`src/hw/ssp_pkg.sv`:
```
package ssp_pkg;
    localparam int unsigned DATA_W      = 8;
    localparam int unsigned FIFO_DEPTH  = 8;
    localparam int unsigned BUS_CLK_NS  = 10;
    // Smallest legal divide of the bus clock for each role.
    localparam int unsigned MASTER_DIV  = 2;
    localparam int unsigned SLAVE_DIV   = 4;
    localparam int unsigned PIN_SCLK    = 0;
    localparam int unsigned PIN_MOSI    = 1;
    localparam int unsigned PIN_MISO    = 2;
    localparam int unsigned PIN_SS      = 3;
    localparam logic [3:0]  PIN_IDLE    = 4'h8;
    localparam logic [4:0]  LAST_EDGE   = 5'h0F;
    // The returning data bit reaches the master through the output flop and the pin synchroniser.
    localparam int unsigned MISO_LAT    = 5;
    localparam logic [4:0]  MASTER_DONE = 5'h14;
    localparam logic [2:0]  BIT_LAST    = 3'h7;
    localparam logic [7:0]  DATA_RESET  = 8'h00;
    localparam logic [7:0]  TX_FILL     = 8'h00;
    localparam logic [10:0] DIV_RESET   = 11'h000;
    localparam logic [1:0]  RST_RESET   = 2'h0;
    typedef enum logic [1:0] {
        SSP_IDLE,
        SSP_MASTER,
        SSP_SLAVE
    } ssp_state_e;
endpackage

```
`src/hw/ssp_fifo_if.sv`:
```
`timescale 1ns/1ps
`default_nettype none
interface ssp_fifo_if #(
    parameter int unsigned W = 8
);
    logic         push_valid;
    logic [W-1:0] push_data;
    logic         push_ready;
    logic         pop_valid;
    logic [W-1:0] pop_data;
    logic         pop_ready;
    logic         flush;
    logic         hold;
    modport fifo (input push_valid, push_data, pop_ready, flush, hold,
                  output push_ready, pop_valid, pop_data);
    modport user (output push_valid, push_data, pop_ready, flush, hold,
                  input push_ready, pop_valid, pop_data);
endinterface
`default_nettype wire

```
`src/hw/ssp_fifo.sv`:
```
`timescale 1ns/1ps
`default_nettype none
module ssp_fifo #(
    parameter int unsigned W     = ssp_pkg::DATA_W,
    parameter int unsigned DEPTH = ssp_pkg::FIFO_DEPTH
) (
    input  wire logic i_clk,
    input  wire logic i_rst_n,
    ssp_fifo_if.fifo  port
);
    localparam int unsigned AW = $clog2(DEPTH);
    localparam logic [AW:0] FULL_CNT = (AW+1)'(DEPTH);

    generate
        if (DEPTH < 2 || (DEPTH & (DEPTH - 1)) != 0) begin : g_bad_depth
            $error("ssp_fifo depth must be a power of two of at least two");
        end
    endgenerate

    logic [W-1:0]  mem [DEPTH];
    logic [AW-1:0] wr_ptr;
    logic [AW-1:0] rd_ptr;
    logic [AW:0]   count;
    logic [AW:0]   next_count;
    logic          push;
    logic          pop;

    assign push = port.push_valid & port.push_ready;
    assign pop  = port.pop_valid & port.pop_ready;
    assign port.pop_data = mem[rd_ptr];

    always_comb begin
        next_count = count;
        if (port.flush) begin
            next_count = '0;
        end else if (push && !pop) begin
            next_count = count + 1'b1;
        end else if (pop && !push) begin
            next_count = count - 1'b1;
        end
    end

    // Flags are registered so that both handshakes come straight from flops.
    always_ff @(posedge i_clk or negedge i_rst_n) begin
        if (!i_rst_n) begin
            count          <= '0;
            wr_ptr         <= '0;
            rd_ptr         <= '0;
            port.push_ready <= 1'b0;
            port.pop_valid  <= 1'b0;
        end else begin
            count           <= next_count;
            port.push_ready <= (next_count != FULL_CNT) & !port.hold;
            port.pop_valid  <= (next_count != '0) & !port.hold;
            if (port.flush) begin
                wr_ptr <= '0;
                rd_ptr <= '0;
            end else begin
                if (push) begin
                    wr_ptr <= wr_ptr + 1'b1;
                end
                if (pop) begin
                    rd_ptr <= rd_ptr + 1'b1;
                end
            end
        end
    end

    always_ff @(posedge i_clk) begin
        if (push && !port.flush) begin
            mem[wr_ptr] <= port.push_data;
        end
    end
endmodule
`default_nettype wire

```
`src/hw/ssp_top.sv`:
```
//
// Summary of operation
// - Master bit rate at most bus/2, slave bus/4.
// - Master starts transfers; shift registers exchange bytes.
// - Written byte waits, loaded when transfer starts.
// - Completed byte moves into readable receive buffer.
// - Master drives clock, MOSI out, MISO in.
// - Slave takes clock pin, MISO out, MOSI in.
// - Prescaler divides bus clock by one to eight.
// - Rate divider adds power of two, 2-256.
// - Disabled port releases all four pins.
// - Master single-wire uses MOSI, direction by enable.
// - Slave single-wire uses MISO, direction by enable.
// - Unused data pin released in single-wire mode.
// - Master without fault enable releases select pin.
// - Select output enable picks fault input or output.
// - Port inactive in every stop mode.
// - Deep stop returns port to reset state.
// - Light stop halts clocks, keeps all state.
// - Interrupt exit resumes; reset exit resets.
// - Disable aborts, flushes, clears full, sets empty.
// - Polarity bit sets clock idle level.
// - Phase bit places first edge mid or start.
// - Order bit picks MSB or LSB first.
//
`timescale 1ns/1ps
`default_nettype none
module ssp_top #(
    parameter int unsigned FIFO_DEPTH = ssp_pkg::FIFO_DEPTH
) (
    input  wire logic       i_clk,
    input  wire logic       i_arst_n,
    input  wire logic       i_enable,
    input  wire logic       i_master,
    input  wire logic       i_cpol,
    input  wire logic       i_cpha,
    input  wire logic       i_lsb_first,
    input  wire logic       i_single_wire,
    input  wire logic       i_bidir_oe,
    input  wire logic       i_mode_fault_en,
    input  wire logic       i_select_oe,
    input  wire logic [2:0] i_prescale,
    input  wire logic [2:0] i_rate,
    input  wire logic       i_stop_light,
    input  wire logic       i_stop_deep,
    input  wire logic       i_wr_valid,
    input  wire logic [7:0] i_wr_data,
    output logic            o_wr_ready,
    input  wire logic       i_rd_ack,
    output logic [7:0]      o_rx_data,
    output logic            o_receive_full,
    output logic            o_transmit_empty,
    input  wire logic       i_fault_clr,
    output logic            o_mode_fault,
    input  wire logic       i_sclk,
    output logic            o_sclk,
    output logic            o_sclk_oe,
    input  wire logic       i_mosi,
    output logic            o_mosi,
    output logic            o_mosi_oe,
    input  wire logic       i_miso,
    output logic            o_miso,
    output logic            o_miso_oe,
    input  wire logic       i_ss_n,
    output logic            o_ss_n,
    output logic            o_ss_oe
);
    generate
        if (FIFO_DEPTH < 2 || (FIFO_DEPTH & (FIFO_DEPTH - 1)) != 0) begin : g_bad_depth
            $error("ssp_top transmit depth must be a power of two of at least two");
        end
    endgenerate

    // Half a serial clock period in bus cycles: prescale times power of two.
    function automatic logic [10:0] half_period(input logic [2:0] pre, input logic [2:0] rate);
        return (11'({8'h00, pre}) + 11'h001) << rate;
    endfunction

    ////////////////////////////////////////////////////////////////////////
    logic [1:0] rst_sync;
    logic       rst_n;

    always_ff @(posedge i_clk or negedge i_arst_n) begin
        if (!i_arst_n) begin
            rst_sync <= ssp_pkg::RST_RESET;
        end else begin
            rst_sync <= {rst_sync[0], 1'b1};
        end
    end
    assign rst_n = rst_sync[1];

    logic clr;
    logic run;
    logic active;

    // Deep stop loses everything, so it acts like a reset of the engine.
    assign clr    = !i_enable | i_stop_deep;
    // Light stop freezes the engine flops in place instead of resetting them.
    assign run    = !i_stop_light;
    assign active = i_enable & !i_stop_light & !i_stop_deep;

    ////////////////////////////////////////////////////////////////////////
    // Pins are resynchronised; a level only counts once two stages agree.
    logic [3:0] pin_raw;
    logic [3:0] pin_s1;
    logic [3:0] pin_s2;
    logic [3:0] pin_s3;
    logic [3:0] pin_f;

    assign pin_raw = {i_ss_n, i_miso, i_mosi, i_sclk};

    for (genvar g = 0; g < 4; g++) begin : g_sync
        always_ff @(posedge i_clk or negedge rst_n) begin
            if (!rst_n) begin
                pin_s1[g] <= ssp_pkg::PIN_IDLE[g];
                pin_s2[g] <= ssp_pkg::PIN_IDLE[g];
                pin_s3[g] <= ssp_pkg::PIN_IDLE[g];
                pin_f[g]  <= ssp_pkg::PIN_IDLE[g];
            end else begin
                pin_s1[g] <= pin_raw[g];
                pin_s2[g] <= pin_s1[g];
                pin_s3[g] <= pin_s2[g];
                if (pin_s2[g] == pin_s3[g]) begin
                    pin_f[g] <= pin_s3[g];
                end
            end
        end
    end

    ////////////////////////////////////////////////////////////////////////
    ssp_fifo_if #(.W(ssp_pkg::DATA_W)) fif ();

    ssp_fifo #(
        .W     (ssp_pkg::DATA_W),
        .DEPTH (FIFO_DEPTH)
    ) u_fifo (
        .i_clk   (i_clk),
        .i_rst_n (rst_n),
        .port    (fif.fifo)
    );

    ssp_pkg::ssp_state_e state;
    logic [10:0] div_cnt;
    logic [4:0]  edge_cnt;
    logic [2:0]  bit_cnt;
    logic        msclk;
    logic        sclk_prev;
    logic [7:0]  tx_sh;
    logic [7:0]  rx_sh;
    logic [7:0]  rx_word;
    logic [7:0]  load_data;
    logic        tick;
    logic [ssp_pkg::MISO_LAT-1:0] samp_pipe;
    logic        m_sample;
    logic        m_edge;
    logic        m_end;
    logic        s_edge;
    logic        s_lead;
    logic        selected;
    logic        mf_in;
    logic        start_m;
    logic        start_s;
    logic        load;
    logic        sample;
    logic        shift_ev;
    logic        byte_done;
    logic        din;
    logic        dout;

    assign fif.push_valid = i_wr_valid;
    assign fif.push_data  = i_wr_data;
    assign fif.pop_ready  = load & run;
    assign fif.flush      = clr;
    assign fif.hold       = i_stop_light;
    assign o_wr_ready     = fif.push_ready;

    assign tick     = (state == ssp_pkg::SSP_MASTER) && (edge_cnt <= ssp_pkg::LAST_EDGE) &&
                      (div_cnt == half_period(i_prescale, i_rate) - 11'h001);
    assign m_edge   = tick;
    // The select is held until the delayed last sample has landed.
    assign m_end    = (state == ssp_pkg::SSP_MASTER) && (edge_cnt == ssp_pkg::MASTER_DONE);
    assign m_sample = samp_pipe[ssp_pkg::MISO_LAT-1];
    assign selected = !pin_f[ssp_pkg::PIN_SS];
    // The slave sees the pin through the synchroniser, so bus/4 is its limit.
    assign s_edge   = (state == ssp_pkg::SSP_SLAVE) &&
                      (pin_f[ssp_pkg::PIN_SCLK] != sclk_prev);
    assign s_lead   = s_edge && (pin_f[ssp_pkg::PIN_SCLK] != i_cpol);
    assign mf_in    = active & i_master & i_mode_fault_en & !i_select_oe &
                      !pin_f[ssp_pkg::PIN_SS];
    assign start_m  = (state == ssp_pkg::SSP_IDLE) && active && i_master &&
                      fif.pop_valid && !mf_in;
    assign start_s  = (state == ssp_pkg::SSP_IDLE) && active && !i_master && selected;
    // Phase decides which edge samples; the other edge shifts the next bit.
    assign sample   = m_sample ||
                      (s_edge && (s_lead != i_cpha));
    assign shift_ev = (m_edge && (edge_cnt[0] != i_cpha) && (edge_cnt != 5'h00)) ||
                      (s_edge && (s_lead == i_cpha) && (bit_cnt != 3'h0));
    assign byte_done = sample && (bit_cnt == ssp_pkg::BIT_LAST);
    assign load     = start_m || start_s ||
                      ((state == ssp_pkg::SSP_SLAVE) && byte_done && selected);
    assign load_data = fif.pop_valid ? fif.pop_data : ssp_pkg::TX_FILL;
    assign dout     = i_lsb_first ? tx_sh[0] : tx_sh[7];
    assign din      = i_master ?
                      (i_single_wire ? pin_f[ssp_pkg::PIN_MOSI] : pin_f[ssp_pkg::PIN_MISO]) :
                      (i_single_wire ? pin_f[ssp_pkg::PIN_MISO] : pin_f[ssp_pkg::PIN_MOSI]);
    assign rx_word  = i_lsb_first ? {din, rx_sh[7:1]} : {rx_sh[6:0], din};

    ////////////////////////////////////////////////////////////////////////
    always_ff @(posedge i_clk or negedge rst_n) begin
        if (!rst_n) begin
            state <= ssp_pkg::SSP_IDLE;
        end else if (clr) begin
            state <= ssp_pkg::SSP_IDLE;
        end else if (run) begin
            case (state)
                ssp_pkg::SSP_IDLE: begin
                    if (start_m) begin
                        state <= ssp_pkg::SSP_MASTER;
                    end else if (start_s) begin
                        state <= ssp_pkg::SSP_SLAVE;
                    end
                end
                ssp_pkg::SSP_MASTER: begin
                    if (mf_in || !i_master || m_end) begin
                        state <= ssp_pkg::SSP_IDLE;
                    end
                end
                ssp_pkg::SSP_SLAVE: begin
                    if (!selected || i_master) begin
                        state <= ssp_pkg::SSP_IDLE;
                    end
                end
                default: begin
                    state <= ssp_pkg::SSP_IDLE;
                end
            endcase
        end
    end

    always_ff @(posedge i_clk or negedge rst_n) begin
        if (!rst_n) begin
            div_cnt   <= ssp_pkg::DIV_RESET;
            edge_cnt  <= 5'h00;
            bit_cnt   <= 3'h0;
            msclk     <= 1'b0;
            sclk_prev <= 1'b0;
            samp_pipe <= '0;
        end else if (clr) begin
            div_cnt   <= ssp_pkg::DIV_RESET;
            edge_cnt  <= 5'h00;
            bit_cnt   <= 3'h0;
            samp_pipe <= '0;
            msclk     <= i_cpol;
            sclk_prev <= pin_f[ssp_pkg::PIN_SCLK];
        end else if (run) begin
            sclk_prev <= pin_f[ssp_pkg::PIN_SCLK];
            if (state != ssp_pkg::SSP_MASTER) begin
                div_cnt   <= ssp_pkg::DIV_RESET;
                msclk     <= i_cpol;
                samp_pipe <= '0;
            end else begin
                samp_pipe <= {samp_pipe[ssp_pkg::MISO_LAT-2:0], m_edge && (edge_cnt[0] == i_cpha)};
                div_cnt <= tick ? ssp_pkg::DIV_RESET : div_cnt + 11'h001;
                if (m_edge) begin
                    msclk <= !msclk;
                end
            end
            if (state == ssp_pkg::SSP_IDLE) begin
                edge_cnt <= 5'h00;
                bit_cnt  <= 3'h0;
            end else begin
                if (m_edge || ((state == ssp_pkg::SSP_MASTER) && (edge_cnt > ssp_pkg::LAST_EDGE))) begin
                    edge_cnt <= edge_cnt + 5'h01;
                end
                if (sample) begin
                    bit_cnt <= bit_cnt + 3'h1;
                end
            end
        end
    end

    // Both shift registers run together, so a byte goes out as one comes in.
    always_ff @(posedge i_clk or negedge rst_n) begin
        if (!rst_n) begin
            tx_sh <= ssp_pkg::DATA_RESET;
            rx_sh <= ssp_pkg::DATA_RESET;
        end else if (clr) begin
            tx_sh <= ssp_pkg::DATA_RESET;
            rx_sh <= ssp_pkg::DATA_RESET;
        end else if (run) begin
            if (load) begin
                tx_sh <= load_data;
            end else if (shift_ev) begin
                tx_sh <= i_lsb_first ? {1'b0, tx_sh[7:1]} : {tx_sh[6:0], 1'b0};
            end
            if (sample) begin
                rx_sh <= rx_word;
            end
        end
    end

    // A new byte sets the full flag even in the cycle software acknowledges.
    always_ff @(posedge i_clk or negedge rst_n) begin
        if (!rst_n) begin
            o_rx_data        <= ssp_pkg::DATA_RESET;
            o_receive_full   <= 1'b0;
            o_transmit_empty <= 1'b1;
            o_mode_fault     <= 1'b0;
        end else if (clr) begin
            o_rx_data        <= ssp_pkg::DATA_RESET;
            o_receive_full   <= 1'b0;
            o_transmit_empty <= 1'b1;
            o_mode_fault     <= 1'b0;
        end else if (run) begin
            if (byte_done) begin
                o_rx_data <= rx_word;
            end
            o_receive_full   <= byte_done | (o_receive_full & !i_rd_ack);
            o_transmit_empty <= !fif.pop_valid;
            o_mode_fault     <= mf_in | (o_mode_fault & !i_fault_clr);
        end
    end

    ////////////////////////////////////////////////////////////////////////
    logic next_sclk_oe;
    logic next_mosi_oe;
    logic next_miso_oe;
    logic next_ss_oe;
    logic next_ss_n;

    always_comb begin
        next_sclk_oe = active & i_master;
        next_mosi_oe = active & i_master & (!i_single_wire | i_bidir_oe);
        next_miso_oe = active & !i_master & selected &
                       (!i_single_wire | i_bidir_oe);
        next_ss_oe   = active & i_master & i_mode_fault_en & i_select_oe;
        next_ss_n    = !(state == ssp_pkg::SSP_MASTER);
    end

    always_ff @(posedge i_clk or negedge rst_n) begin
        if (!rst_n) begin
            o_sclk    <= 1'b0;
            o_sclk_oe <= 1'b0;
            o_mosi    <= 1'b0;
            o_mosi_oe <= 1'b0;
            o_miso    <= 1'b0;
            o_miso_oe <= 1'b0;
            o_ss_n    <= 1'b1;
            o_ss_oe   <= 1'b0;
        end else begin
            o_sclk    <= msclk;
            o_sclk_oe <= next_sclk_oe;
            o_mosi    <= dout;
            o_mosi_oe <= next_mosi_oe;
            o_miso    <= dout;
            o_miso_oe <= next_miso_oe;
            o_ss_n    <= next_ss_n;
            o_ss_oe   <= next_ss_oe;
        end
    end
endmodule
`default_nettype wire

```
`config.mk`:
```
export PLATFORM = sky130hd
export DESIGN_NAME = ssp_top
export DESIGN_NICKNAME = d
export VERILOG_FILES = /design/src/hw/ssp_pkg.sv /design/src/hw/ssp_fifo_if.sv /design/src/hw/ssp_fifo.sv /design/src/hw/ssp_top.sv
export SDC_FILE = /design/constraint.sdc
export NUM_CORES = 1
export LEC_CHECK = 0
export ABC_CLOCK_PERIOD_IN_PS = 8200
export BUFFER_PORTS_ARGS = -buffer_cell sky130_fd_sc_hd__clkbuf_2
export CORE_MARGIN = 2
export CORE_UTILIZATION = 65
export CTS_CLUSTER_SIZE = 25
export DETAILED_ROUTE_END_ITERATION = 12
export PLACE_DENSITY = 0.85
export SETUP_SLACK_MARGIN = 0.4
export SYNTH_ARGS = -nofsm -noshare
export SYNTH_HDL_FRONTEND = slang
export SYNTH_HIERARCHICAL = 1
export SYNTH_SLANG_ARGS = --single-unit
```
`constraint.sdc`:
```
create_clock -name i_clk -period 8.2 [get_ports i_clk]
set_clock_uncertainty 0.1 [all_clocks]
set_input_delay 1.64 -clock i_clk [delete_from_list [all_inputs] [get_ports i_clk]]
set_output_delay 1.64 -clock i_clk [all_outputs]
set_load 0.03 [all_outputs]
```
==> results.py <==
metrics = {
    "run_status": {
        "status": "complete, no violations",
    },
    "clocking": {
        "numCtsBuffers": 17,
        "path_clk_slew_ns": 0.06,
        "cts_max_level": 4,
        "cts_root_buf": "clkbuf_16",
        "cts_resized": 0,
        "hold_buffers": 0,
        "cts.path.max_buffers": 2,
        "post_cts_buffers": 0,
        "worstSkewPairLatency_ns": 0.42,
        "cts_tree": "built",
        "cts_sinks": 156,
    },
    "drt": {
        "wl_per_cell_microns": 19.5,
        "drtPass1Iterations": 5,
        "drt_iter0_markers": 566,
        "vias_per_cell": 6.39,
        "vias": 5654,
        "wirelength_mm": 17.3,
        "drc": 0,
        "drt.antenna.violating_nets": 0,
    },
    "logic_synthesis": {
        "syn-mean-instance-area_sq_um": 11.5,
        "synth-seq-area-share_pct": 53.6,
        "yosysUniqueCellTypes": 76,
        "synthCells": 688,
        "ys_seq_elements": 156,
        "ys_warn_count": 6,
        "syn_area_sq_um": 7900,
        "syn-num-nets": 735,
        "synth_edf_count": 64,
        "synth_ff_type": "dfrtp_1",
        "async_flop_share_pct": 59.0,
    },
    "floorplanning": {
        "fp-row-count": 40,
        "die_h_microns": 114,
        "core-area_sq_um": 11900,
        "floorplan.initialDensity_pct": 66.3,
        "io-pin-count": 54,
        "die-area_sq_um": 13000,
        "die_w_microns": 114,
    },
    "placed_design": {
        "globalplace.congestion": 0.970,
        "io_buffer_count": 53,
        "hpwl_mm": 11.5,
        "post_dp_cell_area_sq_um": 8170,
    },
    "worst_setup_path": {
        "crit_fanout": 17,
        "crit_required_ns": 8.43,
        "cp_slowest_stage_delay_ns": 0.61,
        "crit_type": "in2reg",
        "worst_setup_path_start_kind": "primary input",
        "cp-end-kind": "flip-flop",
        "cp_cell_sequence": "clkbuf_2 -> nor2b_1 -> clkinv_1 -> nor2_1 -> nand2_1 -> o22ai_1 -> and2_1 -> nor2b_1 -> and2_1 -> xnor2_1 -> nor3_1 -> o31a_1 -> a211oi_2",
        "slowest_stage": "nor2b_1",
        "arrival_ns": 5.14,
    },
    "timing": {
        "grt_setup_unrepaired": "false",
        "timing.hold.ws_ns": 0.253,
        "tightest_slew_ns": 1.11,
        "post-route-period-util_pct": 59.8,
        "min_period_ns": 4.90,
        "max_slew_margin_pct": 26.0,
        "setup_viol": 0,
        "fmax_ghz": 0.204,
        "slew_viol_final": 0,
        "hold_violations": 0,
        "fin_tns_setup_ns": 0,
    },
    "power_and_ir_drop": {
        "total_power_uw": 1730,
        "p_clk_share_pct": 45.1,
        "switchingPower_uw": 415,
        "p_sw_share_pct": 23.9,
        "power_frac_comb_pct": 6.9,
        "pwr-share-seq_pct": 48.0,
        "ir_drop_mv": 0.198,
        "p_per_area_nw_per_um2": 198,
        "leakage_uw": 0.00352,
        "p_int_uw": 1320,
    },
    "final_layout": {
        "n_antenna_cell": 0,
        "fin_nets": 772,
        "multi_input_area_sq_um": 3370,
        "stdcell_area_sq_um": 8750,
        "regArea_sq_um": 4240,
        "final_core_utilization_pct": 73.5,
        "fillers": 770,
        "layout-drive-gt1-share_pct": 16.3,
        "area_growth_pct": 10.8,
    },
    "grt": {
        "grt.total_usage_pct": 28.3,
        "grt_max_degree": 91,
        "antenna_found_initial": 0,
        "grt_pass1_wl_mm": 28.5,
        "overflow": 0,
        "grt_pass1_vias": 5662,
    },
    "job": {
        "drv_cap": 0,
    },
    "min_path": {
        "hp-class": "reg2reg",
    },
}
-- power by group through the flow --
stage / logic [uW] / clock network, uW / registers [uW]
after floorplan: 78.1 / 0 / 854
after global placement: 113 / 0 / 847
after detailed placement: 118 / 0 / 848
after CTS: 119 / 792 / 832
after global routing: 132 / 822 / 833
final: 119 / 783 / 832
-- flip-flops by register name (all words and copies together) (netlist names), 2 cells and up --
name	cells
state	2
rst_sync	2
u_fifo/count	4
tx_sh	8
u_fifo/mem	64
o_rx_data	8
rx_sh	8
edge_cnt	5
bit_cnt	3
u_fifo/rd_ptr	3
u_fifo/wr_ptr	3
samp_pipe	5
pin_s2	4
pin_f	4
div_cnt	11
pin_s3	4
pin_s1	4
-- kinds of logic (layout without fill, tap and decap cells) --
| logic type | Yosys count | count (layout) | share of synthesized area, % |
|---|---|---|---|
| XOR/XNOR | 27 | 27 | 3.23 |
| AND/OR/NAND/NOR | 235 | 235 | 15.1 |
| AO/OA/AOI/OAI | 145 | 145 | 12.4 |
| adder cells (fa/ha/maj) | 17 | 17 | 2.57 |
| multiplexers | 45 | 45 | 9.27 |
| buffers and inverters | 62 | 112 | 3.80 |
| other | 1 | 1 | 0.0475 |
| flip-flops | 156 | 156 | 53.6 |
-- through the flow --
step	std cells	setup WS, ns
after floorplan	688	3.64
after global placement	853	3.09
after detailed placement	853	3.03
after CTS	885	3.39
after global routing	885	3.07
final	885	3.30
-- cell type report --
cell class	count	area share, %
clock buffer	18	4.90
clock inverter	14	1.80
inverter	23	0.986
multi-input combinational	470	38.5
sequential	156	48.4
tap	147	2.10
timing repair buffer	57	3.37
-- path summary, 6_finish.rpt --
path	end	start	cells after the start	slack, ns
max	u_fifo/port.pop_valid	i_enable	13	3.30
min	pin_s2[1]	pin_s1[1]	0	0.25
max reg2reg	u_fifo/port.pop_valid	u_fifo/port.pop_valid	11	4.79
min reg2reg	pin_s2[1]	pin_s1[1]	0	0.25
max in group asynchronous	pin_s3[0]	rst_sync[1]	1	6.78
min in group asynchronous	pin_s1[1]	rst_sync[1]	1	0.50
-- cell usage in the layout (no fill, tap or decap), drive strengths merged, types with 5 or more instances in the layout --
cell type / instances
xnor2: 12
and3: 7
ha: 13
nand3: 19
clkinv: 5
mux2i: 18
o211ai: 9
edfxtp: 64
nand3b: 7
mux4: 16
nand2b: 14
xor2: 15
a21oi: 35
inv: 28
and2: 8
dfrtp: 86
o21ai: 26
nor3: 10
a211oi: 10
nand2: 60
nor2: 70
nor4: 7
clkbuf: 71
o2bb2ai: 6
o31ai: 12
nor2b: 6
a31oi: 10
mux2: 11
dfstp: 6
-- synth_stat cells, types with 14 or more instances --
cell | n | share of area (%)
mux2i_1 | 18 | 2.3
o21ai_0 | 22 | 1.4
edfxtp_1 | 64 | 24
nand2_1 | 60 | 2.9
nand3_1 | 19 | 1.2
xor2_1 | 14 | 1.6
nand2b_1 | 14 | 1.1
mux4_1 | 16 | 5.3
a21oi_1 | 35 | 2.2
inv_1 | 21 | 1.0
nor2_1 | 70 | 3.3
clkbuf_1 | 24 | 1.1
dfrtp_1 | 86 | 27
-- layer usage --
| metal | part of all wire (%) | track usage [%] | wire length, microns | vias to the layer above |
|---|---|---|---|---|
| met4 | 1.5 | 8.29 | 251 | 0 |
| met5 | 0 | 0 | 0 | - |
| met1 | 41 | 36.0 | 7160 | 2819 |
| li1 | - | - | - | 2615 |
| met3 | 5.2 | 6.46 | 900 | 24 |
| met2 | 52 | 49.0 | 8960 | 196 |
-- worst max-delay path, delay by kind of cell --
kind	cells	cell delay, ns
simple gates	7	2.31
compound gates	3	0.70
xor+xnor	1	0.23
buf+inv	2	0.26
Note: power is estimated with default switching activity, not from simulation.
